--- src/hw/swts_pkg.sv ---
package swts_pkg;
	// bus timing, in microseconds, and the clock rate
	localparam int CLK_MHZ        = 200;
	localparam int T_RST_DET_US   = 400;
	localparam int T_PRES_WAIT_US = 15;
	localparam int T_PRES_LOW_US  = 120;
	localparam int T_SAMPLE_US    = 30;
	localparam int T_HOLD_US      = 40;
	localparam int RST_DET_CYC    = T_RST_DET_US * CLK_MHZ;
	localparam int PRES_WAIT_CYC  = T_PRES_WAIT_US * CLK_MHZ;
	localparam int PRES_LOW_CYC   = T_PRES_LOW_US * CLK_MHZ;
	localparam int SAMPLE_CYC     = T_SAMPLE_US * CLK_MHZ;
	localparam int HOLD_CYC       = T_HOLD_US * CLK_MHZ;
	// register stack byte offsets and reset values
	localparam logic [2:0] OFS_TEMP_LO = 3'h1;
	localparam logic [2:0] OFS_TEMP_HI = 3'h2;
	localparam logic [2:0] OFS_UPPER   = 3'h3;
	localparam logic [2:0] OFS_LOWER   = 3'h4;
	localparam logic [2:0] OFS_CFG     = 3'h5;
	localparam logic [2:0] OFS_CRC     = 3'h6;
	localparam logic [7:0] RST_TEMP_LO = 8'h50;
	localparam logic [7:0] RST_TEMP_HI = 8'h05;
	localparam logic [7:0] RST_UPPER   = 8'h55;
	localparam logic [7:0] RST_LOWER   = 8'h00;
	localparam logic [7:0] RST_CFG     = 8'h7f;
	localparam logic [7:0] RST_CRC     = 8'he3;
	localparam int         CFG_EXT_BIT = 7;
	localparam logic [6:0] CFG_RSVD    = 7'h7f;
	// result spans in sixteenths of a degree
	localparam logic [15:0] NORM_MAX = 16'h07ff;
	localparam logic [15:0] NORM_MIN = 16'hf800;
	localparam logic [15:0] EXT_MAX  = 16'h0fff;
	localparam logic [15:0] EXT_MIN  = 16'hf000;
	// command codes
	localparam logic [7:0] CMD_SEARCH       = 8'hf0;
	localparam logic [7:0] CMD_ALARM_SEARCH = 8'hec;
	localparam logic [7:0] CMD_READ_ADDR    = 8'h33;
	localparam logic [7:0] CMD_MATCH_ADDR   = 8'h55;
	localparam logic [7:0] CMD_SKIP_ADDR    = 8'hcc;
	localparam logic [7:0] CMD_CONVERT      = 8'h44;
	localparam logic [7:0] CMD_READ_STACK   = 8'hbe;
	localparam logic [7:0] CMD_WRITE_STACK  = 8'h4e;
	// last bit index of each transfer, one below its bit count
	localparam logic [5:0] LAST_CMD_BIT   = 6'h07;
	localparam logic [5:0] LAST_ADDR_BIT  = 6'h3f;
	localparam logic [5:0] LAST_STACK_BIT = 6'h2f;
	localparam logic [5:0] LAST_WR_BIT    = 6'h17;
	localparam logic [1:0] SEARCH_PICK    = 2'h2;
	localparam logic [7:0] CRC_POLY_REFL  = 8'h8c;
	localparam int         ADDR_CRC_BITS  = 56;
	localparam int         STACK_CRC_BITS = 40;
	localparam int         FIFO_WIDTH     = 16;
	localparam int         FIFO_DEPTH     = 16;

	typedef enum logic [3:0] {
		ST_IDLE, ST_PRES_WAIT, ST_PRES, ST_ADDR_CMD, ST_ADDR_READ, ST_ADDR_MATCH,
		ST_SEARCH, ST_FUNC_CMD, ST_STACK_RD, ST_STACK_WR
	} swts_state_t;

	// lsb-first crc over the low nbits of data, zero start
	function automatic logic [7:0] swts_stack_checksum(input logic [55:0] data, input int nbits);
		logic [7:0] c;
		c = 8'h00;
		for (int i = 0; i < 56; i++) begin
			if (i < nbits) begin
				if (c[0] ^ data[i]) begin
					c = (c >> 1) ^ CRC_POLY_REFL;
				end else begin
					c = c >> 1;
				end
			end
		end
		return c;
	endfunction
endpackage

--- src/hw/swts_top.sv ---
`timescale 1ns/1ps
// Contract
// temperature kept as 16-bit sign-extended two's complement, lsb sixteenth degree
// temperature reads 0x0550 after reset until first conversion lands
// master sets extended range before trusting readings at or above 128 degrees
// normal range spans -128 to 127.9375, hotter saturates at 0x07ff
// extended range spans -256 to 255.9375, 150 degrees reads 0x0960
// range bit changes span only, never resolution
// normal range: bits 15..11 sign, bit 10 weighs 64, bits 3..0 fraction
// extended range: bits 15..12 sign, bit 11 weighs 128
// normal range limit byte: bit 7 sign, bits 6..0 weigh 64 to 1
// extended range limit byte: bit 7 sign, bits 6..0 weigh 128 to 2
// config bit 7 writable range select, reset 0; bits 6..0 read one
// sixth stack byte is crc over first five, read only
// data line driven only as open drain
// every byte on the line moves least significant bit first
// addressing command selects first, only then a function command runs
// decode addressing codes f0, ec, 33, 55, cc
// decode function codes 44 convert, be read stack, 4e write stack
// node address: type code 7..0, serial 55..8, crc 63..56
// master resets with 480 us low, device answers with presence low
// slots at least 65 us, 1 us recovery, start with master low
// read slot: zero held low 15 to 60 us, one leaves line released
// master write zero holds 60 us, write one releases within 15 us
// both crcs use x^8+x^5+x^4+1, lsb first, zero start

module swts_fifo #(
	parameter int WIDTH = 16,
	parameter int DEPTH = 16
) (
	input  wire logic             i_clk,       // system clock
	input  wire logic             i_resetn,    // async reset, low
	input  wire logic             i_in_valid,  // source offers a word
	input  wire logic [WIDTH-1:0] i_in_data,   // source word
	output logic                  o_in_ready,  // room for a word
	output logic                  o_out_valid, // a word waits
	output logic      [WIDTH-1:0] o_out_data,  // oldest word
	input  wire logic             i_out_ready  // sink takes the word
);
	localparam int AW = $clog2(DEPTH);

	logic [WIDTH-1:0] mem_reg [DEPTH];
	logic [AW-1:0]    wr_ptr_reg;
	logic [AW-1:0]    rd_ptr_reg;
	logic [AW:0]      count_reg;
	logic             push;
	logic             pop;

	// honest flags straight from the occupancy count
	assign o_in_ready  = count_reg != (AW + 1)'(DEPTH);
	assign o_out_valid = count_reg != '0;
	assign o_out_data  = mem_reg[rd_ptr_reg];
	assign push        = i_in_valid && o_in_ready;
	assign pop         = o_out_valid && i_out_ready;

	// pointers wrap naturally, depth must be a power of two
	always_ff @(posedge i_clk or negedge i_resetn) begin
		if (!i_resetn) begin
			wr_ptr_reg <= '0;
			rd_ptr_reg <= '0;
			count_reg  <= '0;
		end else begin
			if (push) begin
				wr_ptr_reg <= wr_ptr_reg + 1'b1;
			end
			if (pop) begin
				rd_ptr_reg <= rd_ptr_reg + 1'b1;
			end
			if (push && !pop) begin
				count_reg <= count_reg + 1'b1;
			end else if (pop && !push) begin
				count_reg <= count_reg - 1'b1;
			end
		end
	end

	// one storage word per entry
	for (genvar g = 0; g < DEPTH; g++) begin : g_ent
		always_ff @(posedge i_clk or negedge i_resetn) begin
			if (!i_resetn) begin
				mem_reg[g] <= '0;
			end else if (push && wr_ptr_reg == AW'(g)) begin
				mem_reg[g] <= i_in_data;
			end
		end
	end
endmodule

module swts_top #(
	parameter int          P_RST_DET_CYC  = swts_pkg::RST_DET_CYC,
	parameter int          P_PRES_LOW_CYC = swts_pkg::PRES_LOW_CYC,
	parameter int          P_SAMPLE_CYC   = swts_pkg::SAMPLE_CYC,
	parameter int          P_HOLD_CYC     = swts_pkg::HOLD_CYC,
	parameter logic [7:0]  P_TYPE_CODE    = 8'h3c,              // arbitrary value
	parameter logic [47:0] P_SERIAL       = 48'h0000_0000_0001  // arbitrary value
) (
	input  wire logic        i_clk,        // 200 MHz clock
	input  wire logic        i_resetn,     // async reset, low
	input  wire logic        i_dq,         // data line level seen at the pin
	output logic             o_dq,         // data line drive value, always low
	output logic             o_dq_oe,      // high while pulling the line low
	input  wire logic        i_meas_valid, // converter offers a result
	input  wire logic [15:0] i_meas_data,  // raw result, sixteenths of a degree
	output logic             o_meas_ready, // result buffer has room
	output logic             o_conv_start, // one-cycle conversion request
	output logic             o_alarm,      // last result beyond the limits
	output logic             o_ext_range   // extended range selected
);
	localparam int CW = 24;

	swts_pkg::swts_state_t state_reg;
	logic [2:0]  dq_sync_reg;
	logic        dq_lvl_reg;
	logic        dq_prev_reg;
	logic        dq_fall;
	logic        dq_rise;
	logic [CW-1:0] low_cnt_reg;
	logic        rst_seen;
	logic [CW-1:0] slot_cnt_reg;
	logic        slot_act_reg;
	logic        bit_evt;
	logic [CW-1:0] tmr_reg;
	logic [5:0]  idx_reg;
	logic [1:0]  phase_reg;
	logic [7:0]  sh_reg;
	logic [7:0]  byte_in;
	logic        tx_bit;
	logic        oe_reg;
	logic        conv_reg;
	logic [15:0] temp_reg;
	logic [15:0] temp_next;
	logic [7:0]  upper_reg;
	logic [7:0]  lower_reg;
	logic        ext_reg;
	logic        alarm_reg;
	logic        alarm_next;
	logic        loaded_reg;
	logic [7:0]  cfg_byte;
	logic [7:0]  crc_byte;
	logic [47:0] stack_bits;
	logic [63:0] node_addr;
	logic        fifo_valid;
	logic [15:0] fifo_data;
	logic        fifo_take;
	logic        wr_byte_evt;

	// node address, checksum over type code and serial
	assign node_addr = {swts_pkg::swts_stack_checksum({P_SERIAL, P_TYPE_CODE}, swts_pkg::ADDR_CRC_BITS),
		P_SERIAL, P_TYPE_CODE};                                    // see

	// register stack image, byte one in the low bits
	assign cfg_byte   = {ext_reg, swts_pkg::CFG_RSVD};
	assign crc_byte   = swts_pkg::swts_stack_checksum({16'h0000, cfg_byte, lower_reg, upper_reg, temp_reg},
		swts_pkg::STACK_CRC_BITS);                                  // see
	assign stack_bits = {crc_byte, cfg_byte, lower_reg, upper_reg, temp_reg};

	// pin input: three stages, a change counts once stages two and three agree
	always_ff @(posedge i_clk or negedge i_resetn) begin
		if (!i_resetn) begin
			dq_sync_reg <= 3'h7;
			dq_lvl_reg  <= 1'b1;
			dq_prev_reg <= 1'b1;
		end else begin
			dq_sync_reg <= {dq_sync_reg[1:0], i_dq};
			dq_prev_reg <= dq_lvl_reg;
			if (dq_sync_reg[1] == dq_sync_reg[2]) begin
				dq_lvl_reg <= dq_sync_reg[2];
			end
		end
	end
	assign dq_fall = dq_prev_reg && !dq_lvl_reg;
	assign dq_rise = !dq_prev_reg && dq_lvl_reg;

	// low-time counter, saturates so a long hold cannot wrap
	always_ff @(posedge i_clk or negedge i_resetn) begin
		if (!i_resetn) begin
			low_cnt_reg <= '0;
		end else if (dq_lvl_reg) begin
			low_cnt_reg <= '0;
		end else if (!rst_seen) begin
			low_cnt_reg <= low_cnt_reg + 1'b1;
		end
	end
	assign rst_seen = low_cnt_reg >= CW'(P_RST_DET_CYC);

	// slot timer, started by every falling edge of the master
	always_ff @(posedge i_clk or negedge i_resetn) begin
		if (!i_resetn) begin
			slot_act_reg <= 1'b0;
			slot_cnt_reg <= '0;
		end else if (dq_fall) begin
			slot_act_reg <= 1'b1;
			slot_cnt_reg <= '0;
		end else if (slot_act_reg) begin
			slot_cnt_reg <= slot_cnt_reg + 1'b1;
			if (slot_cnt_reg == CW'(P_HOLD_CYC)) begin
				slot_act_reg <= 1'b0;
			end
		end
	end
	// one sample per slot, well past the master's write-one release
	assign bit_evt = slot_act_reg && slot_cnt_reg == CW'(P_SAMPLE_CYC);
	assign byte_in = {dq_lvl_reg, sh_reg[7:1]};

	// bit offered in read slots; receive states offer one so they never drive
	always_comb begin
		case (state_reg)
			swts_pkg::ST_ADDR_READ: tx_bit = node_addr[idx_reg];
			swts_pkg::ST_SEARCH: begin
				tx_bit = (phase_reg == 2'h0) ? node_addr[idx_reg] : !node_addr[idx_reg];
				if (phase_reg == swts_pkg::SEARCH_PICK) begin
					tx_bit = 1'b1;
				end
			end
			swts_pkg::ST_STACK_RD: tx_bit = (idx_reg > swts_pkg::LAST_STACK_BIT) ? 1'b1 : stack_bits[idx_reg];
			default: tx_bit = 1'b1;
		endcase
	end

	// protocol sequencer; a recognised reset pulse overrides any state
	always_ff @(posedge i_clk or negedge i_resetn) begin
		if (!i_resetn) begin
			state_reg <= swts_pkg::ST_IDLE;
			tmr_reg   <= '0;
			idx_reg   <= '0;
			phase_reg <= '0;
			sh_reg    <= '0;
		end else if (dq_rise && rst_seen) begin
			state_reg <= swts_pkg::ST_PRES_WAIT;
			tmr_reg   <= '0;
			idx_reg   <= '0;
			phase_reg <= '0;
		end else begin
			case (state_reg)
				swts_pkg::ST_PRES_WAIT: begin
					tmr_reg <= tmr_reg + 1'b1;
					if (tmr_reg == CW'(swts_pkg::PRES_WAIT_CYC)) begin
						state_reg <= swts_pkg::ST_PRES;
						tmr_reg   <= '0;
					end
				end
				swts_pkg::ST_PRES: begin
					tmr_reg <= tmr_reg + 1'b1;
					if (tmr_reg == CW'(P_PRES_LOW_CYC)) begin
						state_reg <= swts_pkg::ST_ADDR_CMD;
					end
				end
				swts_pkg::ST_ADDR_CMD: begin
					if (bit_evt) begin
						sh_reg  <= byte_in;
						idx_reg <= idx_reg + 1'b1;
						if (idx_reg == swts_pkg::LAST_CMD_BIT) begin
							idx_reg <= '0;
							case (byte_in)
								swts_pkg::CMD_READ_ADDR:  state_reg <= swts_pkg::ST_ADDR_READ;
								swts_pkg::CMD_MATCH_ADDR: state_reg <= swts_pkg::ST_ADDR_MATCH;
								swts_pkg::CMD_SKIP_ADDR:  state_reg <= swts_pkg::ST_FUNC_CMD;
								swts_pkg::CMD_SEARCH:     state_reg <= swts_pkg::ST_SEARCH;
								swts_pkg::CMD_ALARM_SEARCH: begin
									state_reg <= alarm_reg ? swts_pkg::ST_SEARCH : swts_pkg::ST_IDLE;
								end
								default: state_reg <= swts_pkg::ST_IDLE;
							endcase
						end
					end
				end
				swts_pkg::ST_ADDR_READ: begin
					if (bit_evt) begin
						idx_reg <= idx_reg + 1'b1;
						if (idx_reg == swts_pkg::LAST_ADDR_BIT) begin
							state_reg <= swts_pkg::ST_FUNC_CMD;
						end
					end
				end
				swts_pkg::ST_ADDR_MATCH: begin
					if (bit_evt) begin
						idx_reg <= idx_reg + 1'b1;
						if (dq_lvl_reg != node_addr[idx_reg]) begin
							state_reg <= swts_pkg::ST_IDLE;
						end else if (idx_reg == swts_pkg::LAST_ADDR_BIT) begin
							state_reg <= swts_pkg::ST_FUNC_CMD;
						end
					end
				end
				swts_pkg::ST_SEARCH: begin
					// true bit, inverted bit, then the master's pick; losers drop out
					if (bit_evt) begin
						phase_reg <= phase_reg + 1'b1;
						if (phase_reg == swts_pkg::SEARCH_PICK) begin
							phase_reg <= '0;
							idx_reg   <= idx_reg + 1'b1;
							if (dq_lvl_reg != node_addr[idx_reg] || idx_reg == swts_pkg::LAST_ADDR_BIT) begin
								state_reg <= swts_pkg::ST_IDLE;
							end
						end
					end
				end
				swts_pkg::ST_FUNC_CMD: begin
					if (bit_evt) begin
						sh_reg  <= byte_in;
						idx_reg <= idx_reg + 1'b1;
						if (idx_reg == swts_pkg::LAST_CMD_BIT) begin
							idx_reg <= '0;
							case (byte_in)
								swts_pkg::CMD_READ_STACK:  state_reg <= swts_pkg::ST_STACK_RD;
								swts_pkg::CMD_WRITE_STACK: state_reg <= swts_pkg::ST_STACK_WR;
								default:                   state_reg <= swts_pkg::ST_IDLE;
							endcase
						end
					end
				end
				swts_pkg::ST_STACK_RD: begin
					if (bit_evt) begin
						idx_reg <= idx_reg + 1'b1;
						if (idx_reg == swts_pkg::LAST_STACK_BIT) begin
							state_reg <= swts_pkg::ST_IDLE;
						end
					end
				end
				swts_pkg::ST_STACK_WR: begin
					if (bit_evt) begin
						sh_reg  <= byte_in;
						idx_reg <= idx_reg + 1'b1;
						if (idx_reg == swts_pkg::LAST_WR_BIT) begin
							state_reg <= swts_pkg::ST_IDLE;
						end
					end
				end
				default: state_reg <= swts_pkg::ST_IDLE;
			endcase
		end
	end

	// line drive: presence pulse, or a zero in a read slot
	always_ff @(posedge i_clk or negedge i_resetn) begin
		if (!i_resetn) begin
			oe_reg <= 1'b0;
		end else if (state_reg == swts_pkg::ST_PRES_WAIT && tmr_reg == CW'(swts_pkg::PRES_WAIT_CYC)) begin
			oe_reg <= 1'b1;
		end else if (state_reg == swts_pkg::ST_PRES && tmr_reg == CW'(P_PRES_LOW_CYC)) begin
			oe_reg <= 1'b0;
		end else if (dq_fall && !tx_bit) begin
			oe_reg <= 1'b1;
		end else if (state_reg != swts_pkg::ST_PRES && slot_act_reg && slot_cnt_reg == CW'(P_HOLD_CYC)) begin
			oe_reg <= 1'b0;
		end
	end
	assign o_dq    = 1'b0;
	assign o_dq_oe = oe_reg;

	// conversion request after the convert code
	always_ff @(posedge i_clk or negedge i_resetn) begin
		if (!i_resetn) begin
			conv_reg <= 1'b0;
		end else begin
			conv_reg <= bit_evt && state_reg == swts_pkg::ST_FUNC_CMD
				&& idx_reg == swts_pkg::LAST_CMD_BIT && byte_in == swts_pkg::CMD_CONVERT;
		end
	end
	assign o_conv_start = conv_reg;

	// stack writes land byte by byte: upper, lower, then config
	assign wr_byte_evt = bit_evt && state_reg == swts_pkg::ST_STACK_WR && idx_reg[2:0] == 3'h7;
	always_ff @(posedge i_clk or negedge i_resetn) begin
		if (!i_resetn) begin
			upper_reg <= swts_pkg::RST_UPPER;
			lower_reg <= swts_pkg::RST_LOWER;
			ext_reg   <= swts_pkg::RST_CFG[swts_pkg::CFG_EXT_BIT];
		end else if (wr_byte_evt) begin
			case (idx_reg[4:3])
				2'h0:    upper_reg <= byte_in;                             // see
				2'h1:    lower_reg <= byte_in;
				2'h2:    ext_reg   <= byte_in[swts_pkg::CFG_EXT_BIT];      // see
				default: ext_reg   <= ext_reg;
			endcase
		end
	end
	assign o_ext_range = ext_reg;

	// results buffer; held back during a stack read so the bytes stay coherent
	swts_fifo #(
		.WIDTH (swts_pkg::FIFO_WIDTH),
		.DEPTH (swts_pkg::FIFO_DEPTH)
	) u_fifo (
		.i_clk       (i_clk),
		.i_resetn    (i_resetn),
		.i_in_valid  (i_meas_valid),
		.i_in_data   (i_meas_data),
		.o_in_ready  (o_meas_ready),
		.o_out_valid (fifo_valid),
		.o_out_data  (fifo_data),
		.i_out_ready (fifo_take)
	);
	assign fifo_take = state_reg != swts_pkg::ST_STACK_RD;

	// saturate to the selected span; the lsb weight never changes
	always_comb begin
		temp_next = fifo_data;                                          // see
		if (ext_reg) begin
			if ($signed(fifo_data) > $signed(swts_pkg::EXT_MAX)) begin
				temp_next = swts_pkg::EXT_MAX;                              // see
			end else if ($signed(fifo_data) < $signed(swts_pkg::EXT_MIN)) begin
				temp_next = swts_pkg::EXT_MIN;
			end
			alarm_next = $signed(temp_next[12:5]) > $signed(upper_reg)
				|| $signed(temp_next[12:5]) < $signed(lower_reg);
		end else begin
			if ($signed(fifo_data) > $signed(swts_pkg::NORM_MAX)) begin
				temp_next = swts_pkg::NORM_MAX;                             // see
			end else if ($signed(fifo_data) < $signed(swts_pkg::NORM_MIN)) begin
				temp_next = swts_pkg::NORM_MIN;
			end
			alarm_next = $signed(temp_next[11:4]) > $signed(upper_reg)
				|| $signed(temp_next[11:4]) < $signed(lower_reg);
		end
	end

	// temperature and alarm follow each finished conversion
	always_ff @(posedge i_clk or negedge i_resetn) begin
		if (!i_resetn) begin
			temp_reg   <= {swts_pkg::RST_TEMP_HI, swts_pkg::RST_TEMP_LO};
			alarm_reg  <= 1'b0;
			loaded_reg <= 1'b0;
		end else if (fifo_valid && fifo_take) begin
			temp_reg   <= temp_next;
			alarm_reg  <= alarm_next;
			loaded_reg <= 1'b1;
		end
	end
	assign o_alarm = alarm_reg;
endmodule

--- config.mk ---
export PLATFORM = sky130hd
export DESIGN_NAME = swts_top
export DESIGN_NICKNAME = d
export VERILOG_FILES = /design/src/hw/swts_pkg.sv /design/src/hw/swts_top.sv
export SDC_FILE = /design/constraint.sdc
export NUM_CORES = 1
export LEC_CHECK = 0
export BUFFER_PORTS_ARGS = -buffer_cell sky130_fd_sc_hd__buf_2
export CORE_ASPECT_RATIO = 1.2
export CORE_MARGIN = 8
export CORE_UTILIZATION = 45
export DETAILED_ROUTE_END_ITERATION = 8
export MAX_ROUTING_LAYER = met4
export SETUP_SLACK_MARGIN = 0.5
export SLEW_MARGIN = 20
export SYNTH_ARGS = -nofsm -noshare
export SYNTH_HDL_FRONTEND = slang
export SYNTH_HIERARCHICAL = 1
export SYNTH_SLANG_ARGS = --single-unit
--- constraint.sdc ---
create_clock -name i_clk -period 5.72 [get_ports i_clk]
set_input_delay 0.858 -clock i_clk [delete_from_list [all_inputs] [get_ports i_clk]]
set_output_delay 0.858 -clock i_clk [all_outputs]
set_load 0.005 [all_outputs]
-- Word level (Yosys, flattened, before mapping)
Memory sizes are Yosys's and may differ from the RTL's.
Cells that the tools add are included.
- add/subtract/negate cells: 9
- $mul: 0
- div/mod/pow operators: 0
- $lt $le $gt $ge: 12
- equality and inequality tests: 67
- shifts and indexed selects: 0
- multiplexer cells: 107
- bitwise logic cells: 73
- reductions and logical operators: 64
- operators by type and width (kind ; count):
    8-bit two-way mux ; 40
    16-bit two-way mux ; 9
    24-bit two-way mux ; 6
    2-bit inverter with 3-bit output ; 39
    24-bit by 1-bit adder with 24-bit output (second input constant) ; 3
    4-bit two-way mux ; 18
    16-bit binary-select mux with 4-bit select ; 1
    24-bit by 13-bit == test with 1-bit output (second input constant) ; 2
    24-bit one-hot mux with 2 select lines ; 1
    3-bit inequality test (second input constant) ; 15
    4-bit == test (second input constant) ; 10
    6-bit two-way mux ; 6
    4-bit one-hot mux with 9 select lines ; 1
    1-bit logical AND ; 34
    4-bit by 3-bit == test with 1-bit output (second input constant) ; 8
    8-bit == test (second input constant) ; 4
    1-bit bitwise XOR ; 32
    24-bit by 12-bit == test with 1-bit output (second input constant) ; 1
    24-bit by 15-bit == test with 1-bit output (second input constant) ; 1
    8-bit by 7-bit == test with 1-bit output (second input constant) ; 3
    24-bit by 17-bit greater-or-equal comparator with 1-bit output (second input constant) ; 1
    6-bit one-hot mux with 3 select lines ; 1
    4-bit by 2-bit == test with 1-bit output (second input constant) ; 4
    16-bit by 12-bit greater-than comparator with 1-bit output (second input constant) ; 1
    53 further kinds ; 91
- register bits: 403
- bits in latches: 0
- RAM bits: 0
- memory bits (read-only): 64
- output and inout bits: 6
- memories kept: 1
- memories (name ; words ; width ; rd ports ; clocked after Yosys merged registers in ; write ports ; RTL line ; source):
    (name not given) ; 64 ; 1 ; 1 ; 0 ; 0 ; swts_top.sv:292 ; if (dq_lvl_reg != node_addr[idx_reg] || idx_reg == swts_pkg::LAST_ADDR_BIT) begin

-- Logic depth before layout (Yosys ltp)
- depth in word-level cells: 88
- gate-level depth with buffers: 24

-- Modules after synthesis
Netlist, hierarchy kept.
- modules (own cells, without submodules) (module ; times used ; cells an instance ; area an instance (µm²) ; sequential area each (µm²)):
    swts_fifo ; 1 ; 840 ; 12918.6 ; 6731.5
    swts_top ; 1 ; 973 ; 9153.8 ; 3344.5

-- Worst setup path before layout
OpenSTA, ideal clock, no wires.
- path type: reg-to-reg
- from: reg u_fifo.rd_ptr_reg[1]
- to: reg alarm_reg (netlist: o_alarm)
- setup time: 0.135 ns
- arrival: 4.442 ns
- required time: 5.585 ns
- setup slack: 1.143 ns
- cell stages (with the launch flop): 24
- cells stage by stage: dfrtp_1 -> buf_2 -> and2_1 -> clkbuf_1 -> clkbuf_1 -> a221oi_1 -> o21ai_0 -> nand2_1 -> clkbuf_1 -> nand4_1 -> or2_2 -> ha_1 -> o21ai_0 -> ha_1 -> nor2b_1 -> o21a_1 -> o21a_1 -> o21a_1 -> o21a_1 -> o21ai_0 -> a21oi_1 -> or3_1 -> a31oi_1 -> o31ai_1
- longest elaborated chain between the ends: 11
- elaborated cells between the ends (all ways): 21
- ends and longest elaborated chain (element ; RTL line ; source):
    from (decl) ; swts_top.sv:44 ; logic [AW-1:0] rd_ptr_reg;
    from (signal assigned) ; swts_top.sv:67 ; rd_ptr_reg <= rd_ptr_reg + 1'b1;
    4-bit inverter with 5-bit output (not written as such) * ; swts_top.sv:52 ; assign o_out_data = mem_reg[rd_ptr_reg];
    16-bit binary-select mux with 4-bit select * ; swts_top.sv:52 ;
    16-bit two-way mux (not written as such) * (2 in series) ; swts_top.sv:52 ;
    via fifo_data[15] ; swts_top.sv:143 ; logic [15:0] fifo_data;
    16-bit by 12-bit < comparator with 1-bit output or 16-bit by 13-bit < comparator with 1-bit output (tied branches) ; swts_top.sv:410, swts_top.sv:402 ;
    16-bit two-way mux (on tied branches) ; swts_top.sv:410, swts_top.sv:402 ;
    16-bit two-way mux (on tied branches) ; swts_top.sv:408, swts_top.sv:400 ;
    16-bit two-way mux ; swts_top.sv:399 ; if (ext_reg) begin
    8-bit greater-than comparator (tied with other cells) ; swts_top.sv:413 ; alarm_next = $signed(temp_next[11:4]) > $signed(upper_reg)
    1-bit logical OR (on tied branches) ; swts_top.sv:414, swts_top.sv:406 ;
    1-bit two-way mux * ; swts_top.sv:399 ;
    to (signal assigned) ; swts_top.sv:426 ; alarm_reg <= alarm_next;
    to (decl) ; swts_top.sv:135 ; logic alarm_reg;
Mark *: on every way through the listed nets, which the timed path passes. The rest lies on a longest branch. The select of a mux whose other input is x is not followed.
A chain may end at the register's enable or synchronous reset.

-- Final worst setup path
- from: reg u_fifo.rd_ptr_reg[2]
- to: reg alarm_reg (netlist: o_alarm)
Same word-level chain as after synthesis.

==> flow_summary.toml <==
[synthesis]
synth_cell_types = 84
async_flop_share_pct = 100
synth.cell_area_mm2 = 0.0221
ys_seq_area_share_pct = 45.6
synth-seq-cells = 402
ys.flop_type = "dfrtp_1"
synth_warnings = 6
synth.avg_cell_area_um2 = 12.2
synth_edf_count = 0
synthesis.instances = 1813
syn-num-nets = 1886

[layout]
final_cell_mix = "dfrtp_1, mux2_2, nor2_1, nand2_1, o21ai_0"
fill_cells = 4346
largest_reg_flops = 256
final_core_util_pct = 49.6
final-seq-area_mm2 = 0.0101
multi_input_area_mm2 = 0.0112
area_growth_pct = 9.61
nets = 1872
layout_commonest_cell = "dfrtp_1"
drive_gt1_share_pct = 27.2

[grt]
grt_pass1_wl_um = 82700
track_usage_pct = 18.9
grt_max_degree = 188
grt_overflow = 0
grt_antenna_before_repair = 1
grt_pass1_vias = 14600

[die]
die_area_mm2 = 0.0564
start_util_pct = 45.3
num_rows = 89
coreArea_mm2 = 0.0488
die_w_um = 218
pin_count = 26
die_h_um = 259

[clock_network]
htreeDepth = 2
tritoncts = "built"
clock_path_buffers = 3
clkLatencyLatePin_ps = 580
clock_sinks = 402
numCtsBuffers = 45
cts_root_buffer = "clkbuf_16"
clk_pin_slew_ps = 60

[worst_setup_path]
crit_required_ps = 6120
critPathCaptureType = "flip-flop"
cpMostUsedCell = "o21a_1"
cpMaxStageDelayCell = "dfrtp_1"
crit_buf_inv = 1
cpLargestDelayFamily = "compound AO/OA/AOI/OAI gates"
critPathMaxFanout = 18
max_stage_delay_ps = 460
critPathLaunchType = "flip-flop"
path_class = "reg -> reg"
cp_cell_sequence = "and2_1 -> buf_4 -> a221oi_1 -> a22oi_1 -> nand2_1 -> nand4_1 -> or2_2 -> ha_1 -> o21ai_0 -> ha_1 -> nor2b_1 -> o21a_1 -> o21a_1 -> o21a_1 -> o21a_1 -> o21ai_0 -> a21oi_1 -> or3_1 -> a31oi_1 -> o31ai_1"
worstPathArrival_ps = 5340

[worst_hold_path]
hold_path.class = "in -> async"

[power_and_ir_drop]
leakage_uw = 0.0109
peakVddDrop_mv = 1.00
powerDensity_mw_per_mm2 = 790
p_total_uw = 19100

[placed_design]
dp_hpwl_um = 32800
routabilityCongestion = 0.870
pre_cts_slack_ps = 751
io_buffers = 24

[routing]
ant_nets = 0
top_layer = "met4"
dr_wl_met2_um = 25600
wl_met3_um = 2070
routed-via-count = 14100
first_pass_iters = 6
drt_iter0_markers = 999
drt-total-wl_um = 51200
via_per_inst = 5.70
wire_per_inst_um = 20.7
wl_met1_um = 22000
drc_errors = 0

[timing]
fin_ws_ps = 786
max_freq_ghz = 0.203
tns_ps = 0
drv_slew = 0
min_period_over_period_pct = 86.3
worst_slew_pin_slew_ps = 1070
fin_worst_skew_ps = 29.3
rsz0062_at_grt = "no"
timing.final.hold_violations = 0
finalCriticalPeriod_ps = 4930
whs_ps = 268
relSlewSlack_pct = 28.2
finalSetupViolations = 0

[run_status]
status = "finished clean"

[run]
max-cap-violations = 0
per-layer routing:
| metal | vias to the layer above | GRT usage (%) |
|---|---|---|
| met5 | - | - |
| met4 | 0 | 6.03 |
| met3 | 101 | 2.93 |
| met2 | 299 | 31.6 |
| met1 | 7152 | 23.4 |
| li1 | 6555 | - |
cell type report:
type	count	area share (%)
repair buffers	48	1.50
inverters	53	0.822
clock inverters	22	1.17
multi-input cells	1249	46.2
diodes	1	0.0103
well taps	637	3.29
clock buffers	61	5.36
flip-flops and latches	402	41.7
power by group:
part	switching (µW)	internal [µW]
clock	1190	1870
sequential	680	3910
combinational	5190	6280
path summary, 6_finish.rpt:
path | startpoint | end | slack (ps) | depth (start not counted)
setup / recovery | u_fifo/rd_ptr_reg[2]$_DFFE_PN0P_ | o_alarm$_DFFE_PN0P_ | 790 | 20
min in group i_clk | dq_sync_reg[0]$_DFF_PN1_ | dq_sync_reg[1]$_DFF_PN1_ | 360 | 0
setup reg to reg | u_fifo/rd_ptr_reg[2]$_DFFE_PN0P_ | o_alarm$_DFFE_PN0P_ | 790 | 20
max in group asynchronous | i_resetn | u_fifo/rd_ptr_reg[1]$_DFFE_PN0P_ | 4040 | 3
hold reg to reg | dq_sync_reg[0]$_DFF_PN1_ | dq_sync_reg[1]$_DFF_PN1_ | 360 | 0
hold / removal | i_resetn | tmr_reg[12]$_DFFE_PN0P_ | 270 | 1
synth_stat cells (40+ instances only):
cell type / number / area share [%]
mux2i_1: 81 / 3.7
clkbuf_1: 64 / 1.1
inv_1: 52 / 0.88
mux2_2: 195 / 9.9
ha_1: 52 / 2.9
nand2_1: 110 / 1.9
nor2_1: 110 / 1.9
xnor2_1: 61 / 2.4
mux4_2: 40 / 4.1
dfrtp_1: 389 / 44
mux2_4: 80 / 5.4
o21ai_0: 108 / 2.4
cell families (layout without fill, tap and decap cells):
kind of cell	Yosys count	count (layout)	share of synthesized area [%]
multiplexers	406	406	23.7
AND/OR/NAND/NOR	403	403	9.69
flip-flops	402	402	45.6
AO/OA/AOI/OAI	266	266	7.72
buffers and inverters	162	184	3.77
XOR/XNOR	119	119	6.34
adder cells (fa/ha/maj)	54	54	3.08
other	1	2	0.0170
per-stage QoR:
step                instance area, µm²  cells
finish                           24200   2473
global route                     24200   2473
CTS                              24100   2470
detailed placement               22600   2387
global placement                 22600   2387
floorplan                        22100   1813
timing repair:
item | in CTS | in global routing
setup endpoints to repair | 0 | 1
buffers inserted | 0 | 1
hold buffers | 0 | 0
resized for setup | 0 | 1
Note: power is estimated with default switching activity, not from simulation.
